[src/rtl/pss_pkg.sv]
package pss_pkg;

  // Clock and time base
  localparam int unsigned CLK_HZ = 50000000;
  localparam int unsigned TICK_MS_CYCLES = CLK_HZ / 1000;
  localparam int unsigned TICK_DIV_W = 16;

  // Clear-pulse windows in milliseconds
  localparam int unsigned CLR_MIN_SHORT_MS = 100;
  localparam int unsigned CLR_MIN_LONG_MS = 350;
  localparam int unsigned CLR_MAX_MS = 30000;
  localparam int unsigned MS_CNT_W = 15;

  // Interlock policy codes
  localparam logic [2:0] POL_NONE = 3'h1;
  localparam logic [2:0] POL_ALWAYS = 3'h2;
  localparam logic [2:0] POL_START_OR_PERMIT = 3'h3;
  localparam logic [2:0] POL_TDC_OR_PERMIT = 3'h4;

  // Register map, byte addresses
  localparam logic [3:0] ADDR_CONFIG = 4'h0;
  localparam logic [3:0] ADDR_STATUS = 4'h4;

  // Config field layout
  localparam int unsigned CFG_POL_LSB = 0;
  localparam int unsigned CFG_START_EN_BIT = 4;
  localparam int unsigned CFG_STROKE_EN_BIT = 5;
  localparam int unsigned CFG_LONG_PULSE_BIT = 6;
  localparam logic [31:0] CFG_RESET = 32'h0000_0002;
  localparam logic [31:0] CFG_WMASK = 32'h0000_0077;

  // Status field layout
  localparam int unsigned ST_PERMIT_BIT = 0;
  localparam int unsigned ST_PENDING_BIT = 1;
  localparam int unsigned ST_LATCHED_BIT = 2;
  localparam int unsigned ST_PRIM_INV_BIT = 3;

  // AXI responses
  localparam logic [1:0] RESP_OKAY = 2'h0;
  localparam logic [1:0] RESP_SLVERR = 2'h2;

endpackage

[src/rtl/pss_clear_timer.sv]
`timescale 1ns/100ps
// Measures interlock_clear high phase, pulses valid on an in-window fall
module pss_clear_timer
  import pss_pkg::*;
(
  input wire logic aclk, // System clock
  input wire logic aresetn, // Sync reset, active low
  input wire logic clear_in, // Sampled interlock_clear
  input wire logic long_sel, // Select 350 ms minimum
  output logic clear_valid // One-cycle valid sequence pulse
);

  typedef struct packed {
    logic [TICK_DIV_W-1:0] div;
    logic [MS_CNT_W-1:0] ms;
    logic prev;
    logic seen_low;
    logic over;
    logic valid;
  } pss_tmr_t;

  pss_tmr_t st_reg, st_next;

  // Saturating millisecond count of the high phase, check on the fall
  always_comb begin
    logic tick;
    logic [MS_CNT_W-1:0] min_ms;
    tick = 1'b0;
    min_ms = long_sel ? MS_CNT_W'(CLR_MIN_LONG_MS) : MS_CNT_W'(CLR_MIN_SHORT_MS);
    st_next = st_reg;
    st_next.valid = 1'b0;
    st_next.prev = clear_in;
    if (!clear_in) begin
      st_next.seen_low = 1'b1;
      st_next.div = '0;
      st_next.ms = '0;
      st_next.over = 1'b0;
    end else if (st_reg.seen_low) begin
      tick = (st_reg.div == TICK_DIV_W'(TICK_MS_CYCLES - 1));
      st_next.div = tick ? '0 : st_reg.div + 1'b1;
      if (tick) begin
        if (st_reg.ms == MS_CNT_W'(CLR_MAX_MS)) begin
          st_next.over = 1'b1;
        end else begin
          st_next.ms = st_reg.ms + 1'b1;
        end
      end
    end
    // Low-high-low with high phase inside the window
    if (st_reg.prev && !clear_in && st_reg.seen_low && !st_reg.over && st_reg.ms >= min_ms) begin
      st_next.valid = 1'b1;
    end
  end

  always_ff @(posedge aclk) begin
    if (!aresetn) begin
      st_reg <= '0;
    end else begin
      st_reg <= st_next;
    end
  end

  assign clear_valid = st_reg.valid;

endmodule

[src/rtl/pss_press_setup.sv]
`timescale 1ns/100ps
module pss_press_setup
  import pss_pkg::*;
(
  input wire logic aclk, // System clock, 50 MHz
  input wire logic aresetn, // Sync reset, active low
  input wire logic start_stop_request, // Start on rise, stop on fall
  input wire logic primary_permit, // Main permit
  input wire logic start_permit, // Optional start-only permit
  input wire logic top_dead_center, // Optional stroke end
  input wire logic interlock_clear, // Interlock clear input
  output logic press_permit_out, // Press permit
  output logic interlock_pending, // Restart interlock pending
  output logic primary_permit_inverted, // Complement of primary permit
  input wire logic [3:0] s_axi_awaddr, // Write address
  input wire logic s_axi_awvalid, // Write address valid
  output logic s_axi_awready, // Write address ready
  input wire logic [31:0] s_axi_wdata, // Write data
  input wire logic [3:0] s_axi_wstrb, // Write strobes
  input wire logic s_axi_wvalid, // Write data valid
  output logic s_axi_wready, // Write data ready
  output logic [1:0] s_axi_bresp, // Write response
  output logic s_axi_bvalid, // Write response valid
  input wire logic s_axi_bready, // Write response ready
  input wire logic [3:0] s_axi_araddr, // Read address
  input wire logic s_axi_arvalid, // Read address valid
  output logic s_axi_arready, // Read address ready
  output logic [31:0] s_axi_rdata, // Read data
  output logic [1:0] s_axi_rresp, // Read response
  output logic s_axi_rvalid, // Read data valid
  input wire logic s_axi_rready // Read data ready
);

  typedef struct packed {
    logic [31:0] cfg;
    logic start_prev;
    logic prim_prev;
    logic tdc_prev;
    logic permit;
    logic latched;
    logic pending;
    logic prim_inv;
    logic init_done;
    logic aw_got;
    logic w_got;
    logic [3:0] aw_addr;
    logic [31:0] w_data;
    logic [3:0] w_strb;
    logic awready;
    logic wready;
    logic bvalid;
    logic [1:0] bresp;
    logic arready;
    logic rvalid;
    logic [31:0] rdata;
    logic [1:0] rresp;
  } pss_state_t;

  pss_state_t st_reg, st_next;
  logic clear_valid;

  // Byte-lane merge used by the config write
  function automatic logic [31:0] pss_merge(input logic [31:0] old_v, input logic [31:0] new_v,
                                            input logic [3:0] strb);
    logic [31:0] r;
    r = old_v;
    for (int i = 0; i < 4; i++) begin
      if (strb[i]) begin
        r[i*8 +: 8] = new_v[i*8 +: 8];
      end
    end
    return r;
  endfunction

  // Clear-pulse timer
  pss_clear_timer u_clear_timer (
    .aclk(aclk),
    .aresetn(aresetn),
    .clear_in(interlock_clear),
    .long_sel(st_reg.cfg[CFG_LONG_PULSE_BIT]),
    .clear_valid(clear_valid)
  );

  // Permit, interlock and bus next-state logic
  always_comb begin
    logic [2:0] pol;
    logic start_en;
    logic stroke_en;
    logic start_rise;
    logic start_fall;
    logic prim_fall;
    logic tdc_rise;
    logic start_ok;
    logic stop_start;
    logic stop_tdc;
    logic stop_prim;
    logic lock_set;
    logic lock_pol;
    logic wr_go;
    pol = st_reg.cfg[CFG_POL_LSB +: 3];
    start_en = st_reg.cfg[CFG_START_EN_BIT];
    stroke_en = st_reg.cfg[CFG_STROKE_EN_BIT];
    st_next = st_reg;
    // Edges between successive samples
    start_rise = start_stop_request && !st_reg.start_prev;
    start_fall = !start_stop_request && st_reg.start_prev;
    prim_fall = !primary_permit && st_reg.prim_prev;
    tdc_rise = stroke_en && top_dead_center && !st_reg.tdc_prev;
    start_ok = !start_en || start_permit;
    st_next.start_prev = start_stop_request;
    st_next.prim_prev = primary_permit;
    st_next.tdc_prev = top_dead_center;
    st_next.init_done = 1'b1;
    // Stops that end a running stroke
    stop_start = st_reg.permit && start_fall;
    stop_tdc = st_reg.permit && tdc_rise;
    stop_prim = st_reg.permit && prim_fall;
    lock_set = 1'b0;
    unique case (pol)
      POL_ALWAYS: lock_set = !st_reg.init_done || stop_start || stop_tdc || stop_prim;
      POL_START_OR_PERMIT: lock_set = !st_reg.init_done || stop_start || stop_prim;
      POL_TDC_OR_PERMIT: lock_set = !st_reg.init_done || stop_tdc || stop_prim;
      default: lock_set = 1'b0;
    endcase
    lock_pol = (pol == POL_ALWAYS) || (pol == POL_START_OR_PERMIT) || (pol == POL_TDC_OR_PERMIT);
    // Latch wins over a simultaneous clear; non-latching policy drops any old latch
    if (lock_set) begin
      st_next.latched = 1'b1;
    end else if (clear_valid) begin
      st_next.latched = 1'b0;
    end
    if (!lock_pol) begin
      st_next.latched = 1'b0;
    end
    // Permit output
    if (!primary_permit || start_fall || tdc_rise) begin
      st_next.permit = 1'b0;
    end else if (!st_reg.permit && start_rise && !st_reg.latched && start_ok && st_reg.init_done) begin
      st_next.permit = 1'b1;
    end
    st_next.pending = st_next.latched && primary_permit && start_ok && pol != POL_NONE;
    st_next.prim_inv = !primary_permit;
    // Write channel: address and data in either order
    if (s_axi_awvalid && st_reg.awready) begin
      st_next.aw_got = 1'b1;
      st_next.aw_addr = s_axi_awaddr;
    end
    if (s_axi_wvalid && st_reg.wready) begin
      st_next.w_got = 1'b1;
      st_next.w_data = s_axi_wdata;
      st_next.w_strb = s_axi_wstrb;
    end
    st_next.awready = !st_next.aw_got && !st_reg.bvalid;
    st_next.wready = !st_next.w_got && !st_reg.bvalid;
    wr_go = st_reg.aw_got && st_reg.w_got && !st_reg.bvalid;
    if (wr_go) begin
      st_next.aw_got = 1'b0;
      st_next.w_got = 1'b0;
      st_next.bvalid = 1'b1;
      st_next.awready = 1'b0;
      st_next.wready = 1'b0;
      if (st_reg.aw_addr == ADDR_CONFIG) begin
        st_next.cfg = pss_merge(st_reg.cfg, st_reg.w_data, st_reg.w_strb) & CFG_WMASK;
        st_next.bresp = RESP_OKAY;
      end else if (st_reg.aw_addr == ADDR_STATUS) begin
        st_next.bresp = RESP_OKAY;
      end else begin
        st_next.bresp = RESP_SLVERR;
      end
    end
    if (st_reg.bvalid && s_axi_bready) begin
      st_next.bvalid = 1'b0;
      st_next.awready = 1'b1;
      st_next.wready = 1'b1;
    end
    // Read channel
    if (s_axi_arvalid && st_reg.arready) begin
      st_next.arready = 1'b0;
      st_next.rvalid = 1'b1;
      st_next.rresp = RESP_OKAY;
      st_next.rdata = '0;
      if (s_axi_araddr == ADDR_CONFIG) begin
        st_next.rdata = st_reg.cfg;
      end else if (s_axi_araddr == ADDR_STATUS) begin
        st_next.rdata[ST_PERMIT_BIT] = st_reg.permit;
        st_next.rdata[ST_PENDING_BIT] = st_reg.pending;
        st_next.rdata[ST_LATCHED_BIT] = st_reg.latched;
        st_next.rdata[ST_PRIM_INV_BIT] = st_reg.prim_inv;
      end else begin
        st_next.rresp = RESP_SLVERR;
      end
    end
    if (st_reg.rvalid && s_axi_rready) begin
      st_next.rvalid = 1'b0;
      st_next.arready = 1'b1;
    end
  end

  // State register; start request sampled high at reset needs a fresh rise
  always_ff @(posedge aclk) begin
    if (!aresetn) begin
      st_reg <= '0;
      st_reg.cfg <= CFG_RESET;
      st_reg.start_prev <= 1'b1;
      st_reg.awready <= 1'b1;
      st_reg.wready <= 1'b1;
      st_reg.arready <= 1'b1;
    end else begin
      st_reg <= st_next;
    end
  end

  // Outputs straight from flip-flops
  assign press_permit_out = st_reg.permit;
  assign interlock_pending = st_reg.pending;
  assign primary_permit_inverted = st_reg.prim_inv;
  assign s_axi_awready = st_reg.awready;
  assign s_axi_wready = st_reg.wready;
  assign s_axi_bvalid = st_reg.bvalid;
  assign s_axi_bresp = st_reg.bresp;
  assign s_axi_arready = st_reg.arready;
  assign s_axi_rvalid = st_reg.rvalid;
  assign s_axi_rdata = st_reg.rdata;
  assign s_axi_rresp = st_reg.rresp;

endmodule

[config.mk]
export PLATFORM = sky130hd
export DESIGN_NAME = pss_press_setup
export DESIGN_NICKNAME = d
export VERILOG_FILES = /design/src/rtl/pss_pkg.sv /design/src/rtl/pss_clear_timer.sv /design/src/rtl/pss_press_setup.sv
export SDC_FILE = /design/constraint.sdc
export NUM_CORES = 1
export LEC_CHECK = 0
export ABC_CLOCK_PERIOD_IN_PS = 3370
export BUFFER_PORTS_ARGS = -buffer_cell sky130_fd_sc_hd__buf_2
export CELL_PAD_IN_SITES_DETAIL_PLACEMENT = 2
export CELL_PAD_IN_SITES_GLOBAL_PLACEMENT = 2
export CORE_MARGIN = 2
export CORE_UTILIZATION = 30
export DETAILED_ROUTE_END_ITERATION = 10
export GPL_ROUTABILITY_DRIVEN = 1
export MAX_ROUTING_LAYER = met4
export PLACE_DENSITY = 0.89
export REMOVE_ABC_BUFFERS = 1
export SYNTH_ARGS = -nofsm -noshare
export SYNTH_HDL_FRONTEND = slang
export SYNTH_SLANG_ARGS = --single-unit
export TNS_END_PERCENT = 20
[constraint.sdc]
create_clock -name aclk -period 3.37 [get_ports aclk]
set_clock_uncertainty 0.2 [all_clocks]
set_input_delay 0.1685 -clock aclk [delete_from_list [all_inputs] [get_ports aclk]]
set_output_delay 0.1685 -clock aclk [all_outputs]
set_load 0.01 [all_outputs]
==> results of run 1 <==
repair_timing:
action                    in CTS  in global routing
hold endpoints to repair      22                  0
hold buffers                  31                  0
buffers inserted               0                  0
cell type report:
class                      instances  area, sq um  share of cell area
clock buffer                      11          243              0.0550
timing repair buffer              77          548               0.124
sequential                        76         1520               0.345
clock inverter                     5         27.5             0.00624
inverter                          10         37.5             0.00851
multi-input combinational        307         1850               0.419
tap                              147          184              0.0417
through the flow:
step | hold WS (ps) | util | setup slack [ps] | power (W)
2_1_floorplan | -3.78 | - | 618 | 0.00103
3_3_place_gp | 175 | 0.320 | 860 | 0.00107
3_5_place_dp | 182 | 0.320 | 748 | 0.00108
4_1_cts | 2.82 | 0.369 | 675 | 0.00200
5_1_grt | 51.3 | 0.369 | 267 | 0.00209
6_report | 24.6 | 0.369 | 372 | 0.00200
worst max-delay path, cell delays in order (launching register included):
cell     delay (ps)
dfxtp_1         370
inv_1           170
ha_1            210
or4b_2          610
nor4_1          620
buf_4           310
o31ai_1         140
a21oi_1         250
power groups by stage:
stage	sequential, W	clock (W)	combinational, W
final	0.000946	0.000895	0.000154
after CTS	0.000944	0.000907	0.000150
after global placement	0.000961	0	0.000114
after global routing	0.000949	0.000965	0.000172
after floorplan	0.000962	0	0.0000649
after detailed placement	0.000963	0	0.000120
routing by layer:
layer | vias to the layer above | routed length [um] | GRT usage
met5 | - | 0 | -
met4 | 0 | 432 | 0.0862
met3 | 24 | 400 | 0.0392
met2 | 89 | 6440 | 0.363
met1 | 1665 | 4710 | 0.210
li1 | 1536 | - | -
cell usage in the layout (no fill, tap or decap), types with 11 or more instances in the layout:
cell / instances
conb_1: 27
mux2i_1: 13
nor2_1: 27
a21oi_1: 22
dlygate4sd3_1: 31
nand3_1: 30
nand2_1: 36
xnor2_1: 11
dfxtp_1: 76
buf_2: 43
a21boi_0: 18
nand4_1: 11
nor2b_1: 15
worst max path at each step:
| stage | from | to | cells after the start |
|---|---|---|---|
| after floorplan | u_clear_timer.st_reg[4] | u_clear_timer.st_reg[13] | 6 |
| after global placement | u_clear_timer.st_reg[4] | u_clear_timer.st_reg[7] | 7 |
| after detailed placement | u_clear_timer.st_reg[4] | u_clear_timer.st_reg[9] | 7 |
| after CTS | u_clear_timer.st_reg[4] | u_clear_timer.st_reg[5] | 7 |
| after global routing | u_clear_timer.st_reg[5] | u_clear_timer.st_reg[7] | 7 |
| final | u_clear_timer.st_reg[5] | u_clear_timer.st_reg[7] | 7 |
kinds of logic (layout without fill, tap and decap cells):
group / count (synthesis) / after routing
muxes: 14 / 14
and+or+nand+nor: 179 / 179
adders and majority gates: 8 / 8
buffers and inverters: 62 / 103
DFF: 76 / 76
xor gates and xnor gates: 14 / 14
other: 1 / 27
AOI/OAI and AO/OA: 65 / 65
==> flow_metrics.tcl, run 1 <==
set metrics [dict create \
    pin_count 100 \
    fin_cells 633 \
    synth.area.top_cells "dfxtp_1, buf_4, nand3_1" \
    chipHeight_um 114 \
    n_antenna_cell 0 \
    end_kind "flip-flop" \
    post_synth_inst_count 419 \
    cts_resized 0 \
    rr_worst_depth 7 \
    core_sq_um 12000 \
    synth-adder-area-share 0.0274 \
    ys_async_sr_fraction 0 \
    drt-wirelength-per-cell_um 18.9 \
    min-delay-start "s_axi_wvalid" \
    drt_iter0_markers 120 \
    slew_headroom 0.551 \
    place_inst 586 \
    grt_max_degree 40 \
    ff2ff_setup_slack_ps 370 \
    syn2layout_area_growth_pct 20.8 \
    cts.clk_slew.worst_paths_ps 60 \
    period_share 0.890 \
    largest_reg_flops 34 \
    ir_drop_mv 0.234 \
    tightest_slew_ps 668 \
    power.density_nw_per_um2 453 \
    synthMuxAreaShare 0.0387 \
    p_comb_frac 0.077 \
    port_buffers 43 \
    synth_ff_type "dfxtp_1" \
    final_area_sq_um 4410 \
    viasPerCell 5.24 \
    synth_top_family_by_area "simple AND/OR/NAND/NOR gates" \
    route.detailed.drc 0 \
    tns_ps 0 \
    nNetsFinal 545 \
    clock_path_buffers 2 \
    vias 3314 \
    clockPowerShare 0.449 \
    path_class "reg2reg" \
    grt_pass1_wl_um 19600 \
    antenna_found_initial 0 \
    drv_slew 0 \
    antenna_left 0 \
    grt_setup_unrepaired "no" \
    power.internal_w 0.00151 \
    hold_depth 3 \
    reg2reg_to "u_clear_timer.st_reg[7]" \
    synth_compound_area_frac 0.116 \
    p_switching_w 0.000488 \
    start_kind "flip-flop" \
    start_util 0.305 \
    ys_seq_elements 76 \
    cts_sinks 76 \
    min_path_type "in2reg" \
    finalHoldViolCount 0 \
    max_freq_mhz 334 \
    synth_area_leader_cell "dfxtp_1" \
    n_fill_cell 1323 \
    synth_cell_type_count 45 \
    netlist_top_cells_count "dfxtp_1, buf_4, nand2_1" \
    track_usage 0.200 \
    layout-drive-gt1-share 0.140 \
    root_buffer "clkbuf_16" \
    p_leak_nw 1.70 \
    synth_most_common_cell "dfxtp_1" \
    dieWidth_um 114 \
    drt-pass1-iter-count 4 \
    gp_congestion 0.752 \
    synth-simple-area-share 0.263 \
    dp_hpwl_um 7030 \
    insertion_delay_ps 340 \
    synthXorXnorAreaFrac 0.0336 \
    grt_pass1_vias 3660 \
    setup-violations-final 0 \
    overflow 0 \
    placed_area_sq_um 3830 \
    dieArea_sq_um 13100 \
    drt-total-wl_um 12000 \
    synth_top_area_frac 0.417 \
    h-tree-depth 3 \
    p_seq_frac 0.474 \
    status "complete, no violations" \
    r2r-start "u_clear_timer.st_reg[5]" \
    yosysWarnings 0 \
    core.rowCount 40 \
    crit_arrival_ps 3020 \
    p_sw_frac 0.245 \
    cp.required_ps 3400 \
    drv_cap 0 \
    cts_tree "yes" \
    numCtsBuffers 9 \
    synth_edf_count 0 \
    netlist_area_sq_um 3650 \
    cp_max_fo 11 \
    syn_area_per_cell_sq_um 8.72 \
    synth-seq-area-share 0.417 \
    holdPathEnd "st_reg[51]" \
    min_period_ps 3000 \
]
Note: power is estimated with default switching activity, not from simulation.
==> run 2, diff against run 1 <==
--- a/config.mk
+++ b/config.mk
@@ -12,4 +12,5 @@
 export CORE_MARGIN = 2
 export CORE_UTILIZATION = 30
+export CTS_BUF_LIST = sky130_fd_sc_hd__clkbuf_8
 export DETAILED_ROUTE_END_ITERATION = 10
 export GPL_ROUTABILITY_DRIVEN = 1
--- a/constraint.sdc
+++ b/constraint.sdc
@@ -3,3 +3,3 @@
 set_input_delay 0.1685 -clock aclk [delete_from_list [all_inputs] [get_ports aclk]]
 set_output_delay 0.1685 -clock aclk [all_outputs]
-set_load 0.01 [all_outputs]
+set_load 0.1 [all_outputs]
==> run 2 against run 1 <==
Final area down 2.0%. Hold slack better by 18 ps. Sequential cell count unchanged. Clock power down 29%. Count of clock-buffer cells in the layout down 1. Critical path type unchanged. Global-route usage down 0.78 points. Highest routed layer unchanged.
==> flow_metrics.tcl, run 2 (synthesis results as in run 1) <==
set metrics [dict create \
    insertion_delay_ps 370 \
    dieArea_sq_um 13100 \
    dieWidth_um 114 \
    wl_met3_um 455 \
    min_path_type "in2reg" \
    layout-drive-gt1-share 0.140 \
    cp.required_ps 3440 \
    viasPerCell 5.20 \
    setup-violations-final 0 \
    dr.max_layer_used "met4" \
    overflow 0 \
    pin_count 100 \
    layout.cells.most_common "dfxtp_1" \
    nNetsFinal 546 \
    cts.clk_slew.worst_paths_ps 90 \
    max_freq_mhz 352 \
    core.rowCount 40 \
    fin_util 0.361 \
    slew_headroom 0.570 \
    mostFrequentLayoutCells "dfxtp_1, buf_2, nand2_1" \
    start_util 0.305 \
    whs_ps 43.0 \
    crit_arrival_ps 2910 \
    wl_met2_um 6170 \
    end_kind "flip-flop" \
    route.detailed.drc 0 \
    post-place-ws_ps 748 \
    start_kind "flip-flop" \
    cp_max_fo 11 \
    largest_reg_flops 34 \
    drt_iter0_markers 144 \
    tns_ps 0 \
    track_usage 0.192 \
    syn2layout_area_growth_pct 18.3 \
    clock_path_buffers 2 \
    grt_max_degree 40 \
    numCtsBuffers 9 \
    port_buffers 43 \
    chipHeight_um 114 \
    drt-wirelength-per-cell_um 18.4 \
    drv_slew 0 \
    vias 3304 \
    drv_cap 0 \
    core_sq_um 12000 \
    h-tree-depth 3 \
    status "complete, no violations" \
    drt-met1-wl_um 4570 \
    grt_pass1_vias 3596 \
    root_buffer "clkbuf_8" \
    antenna_left 0 \
    antenna_found_initial 0 \
    path_class "reg2reg" \
    finalHoldViolCount 0 \
    ir_drop_mv 0.269 \
    tightest_slew_ps 640 \
    gp_congestion 0.752 \
    power.density_nw_per_um2 443 \
    grt_pass1_wl_um 18900 \
    min_period_ps 2840 \
    postLayoutSetupSlackWorst_ps 532 \
    p_leak_nw 1.66 \
    dp_hpwl_um 7030 \
    cts_sinks 76 \
    grt_setup_unrepaired "no" \
    drt-pass1-iter-count 4 \
    period_share 0.842 \
    cts_tree "yes" \
    drt-total-wl_um 11700 \
]
run 2: changes by cell type in the layout (fill, tap and decap cells not counted), sizes merged:
cell         before  now
clkbuf           11   10
diode             0    1
dlygate4sd3      31   32
inv              10   11
run 2: power by group:
group	switching, W	total (W)	internal, W
combinational	0.000258	0.000329	0.0000709
sequential	0.0000222	0.000945	0.000922
clock	0.000359	0.000639	0.000280
total	0.000640	0.00191	0.00127
run 2: area by class of cell:
class	instances	area (sq um)
diodes	1	2.50
clock buffers	10	138
clock inverters	6	31.3
fillers	1339	7640
inverters	10	37.5
multi-input cells	307	1850
flip-flops and latches	76	1520
well taps	147	184
repair buffers	78	558
run 2: critical path, cell delays in order (launching register included):
cell	delay [ps]
dfxtp_1	380
inv_1	130
ha_1	150
or4b_2	620
nor4_1	600
buf_4	310
o21ai_0	140
a21oi_1	200
run 2: path summary, 6_finish.rpt:
| path | from | to | slack, ps | cells past startpoint |
|---|---|---|---|---|
| hold / removal | start_permit | interlock_pending | 40 | 4 |
| hold reg to reg | st_reg[80] | st_reg[80] | 280 | 2 |
| setup / recovery | u_clear_timer.st_reg[4] | u_clear_timer.st_reg[5] | 530 | 7 |
| setup reg to reg | u_clear_timer.st_reg[4] | u_clear_timer.st_reg[5] | 530 | 7 |
run 2: per-stage QoR:
step	area [sq um]	cells	power (W)
floorplan	3410	393	0.00120
global route	4320	634	0.00199
CTS	4320	634	0.00191
finish	4320	635	0.00191
global placement	3830	586	0.00125
detailed placement	3830	586	0.00126
run 2: layer usage:
layer  track usage  vias up
li1              -     1538
met1         0.198     1644
met2         0.347       91
met3        0.0418       31
met4        0.0886        0
met5             -        -
run 2: timing repair:
action / CTS / global route
hold endpoints to repair: 25 / 0
hold buffers: 32 / 0
setup buffers: 0 / 0
resized for setup: 0 / 0
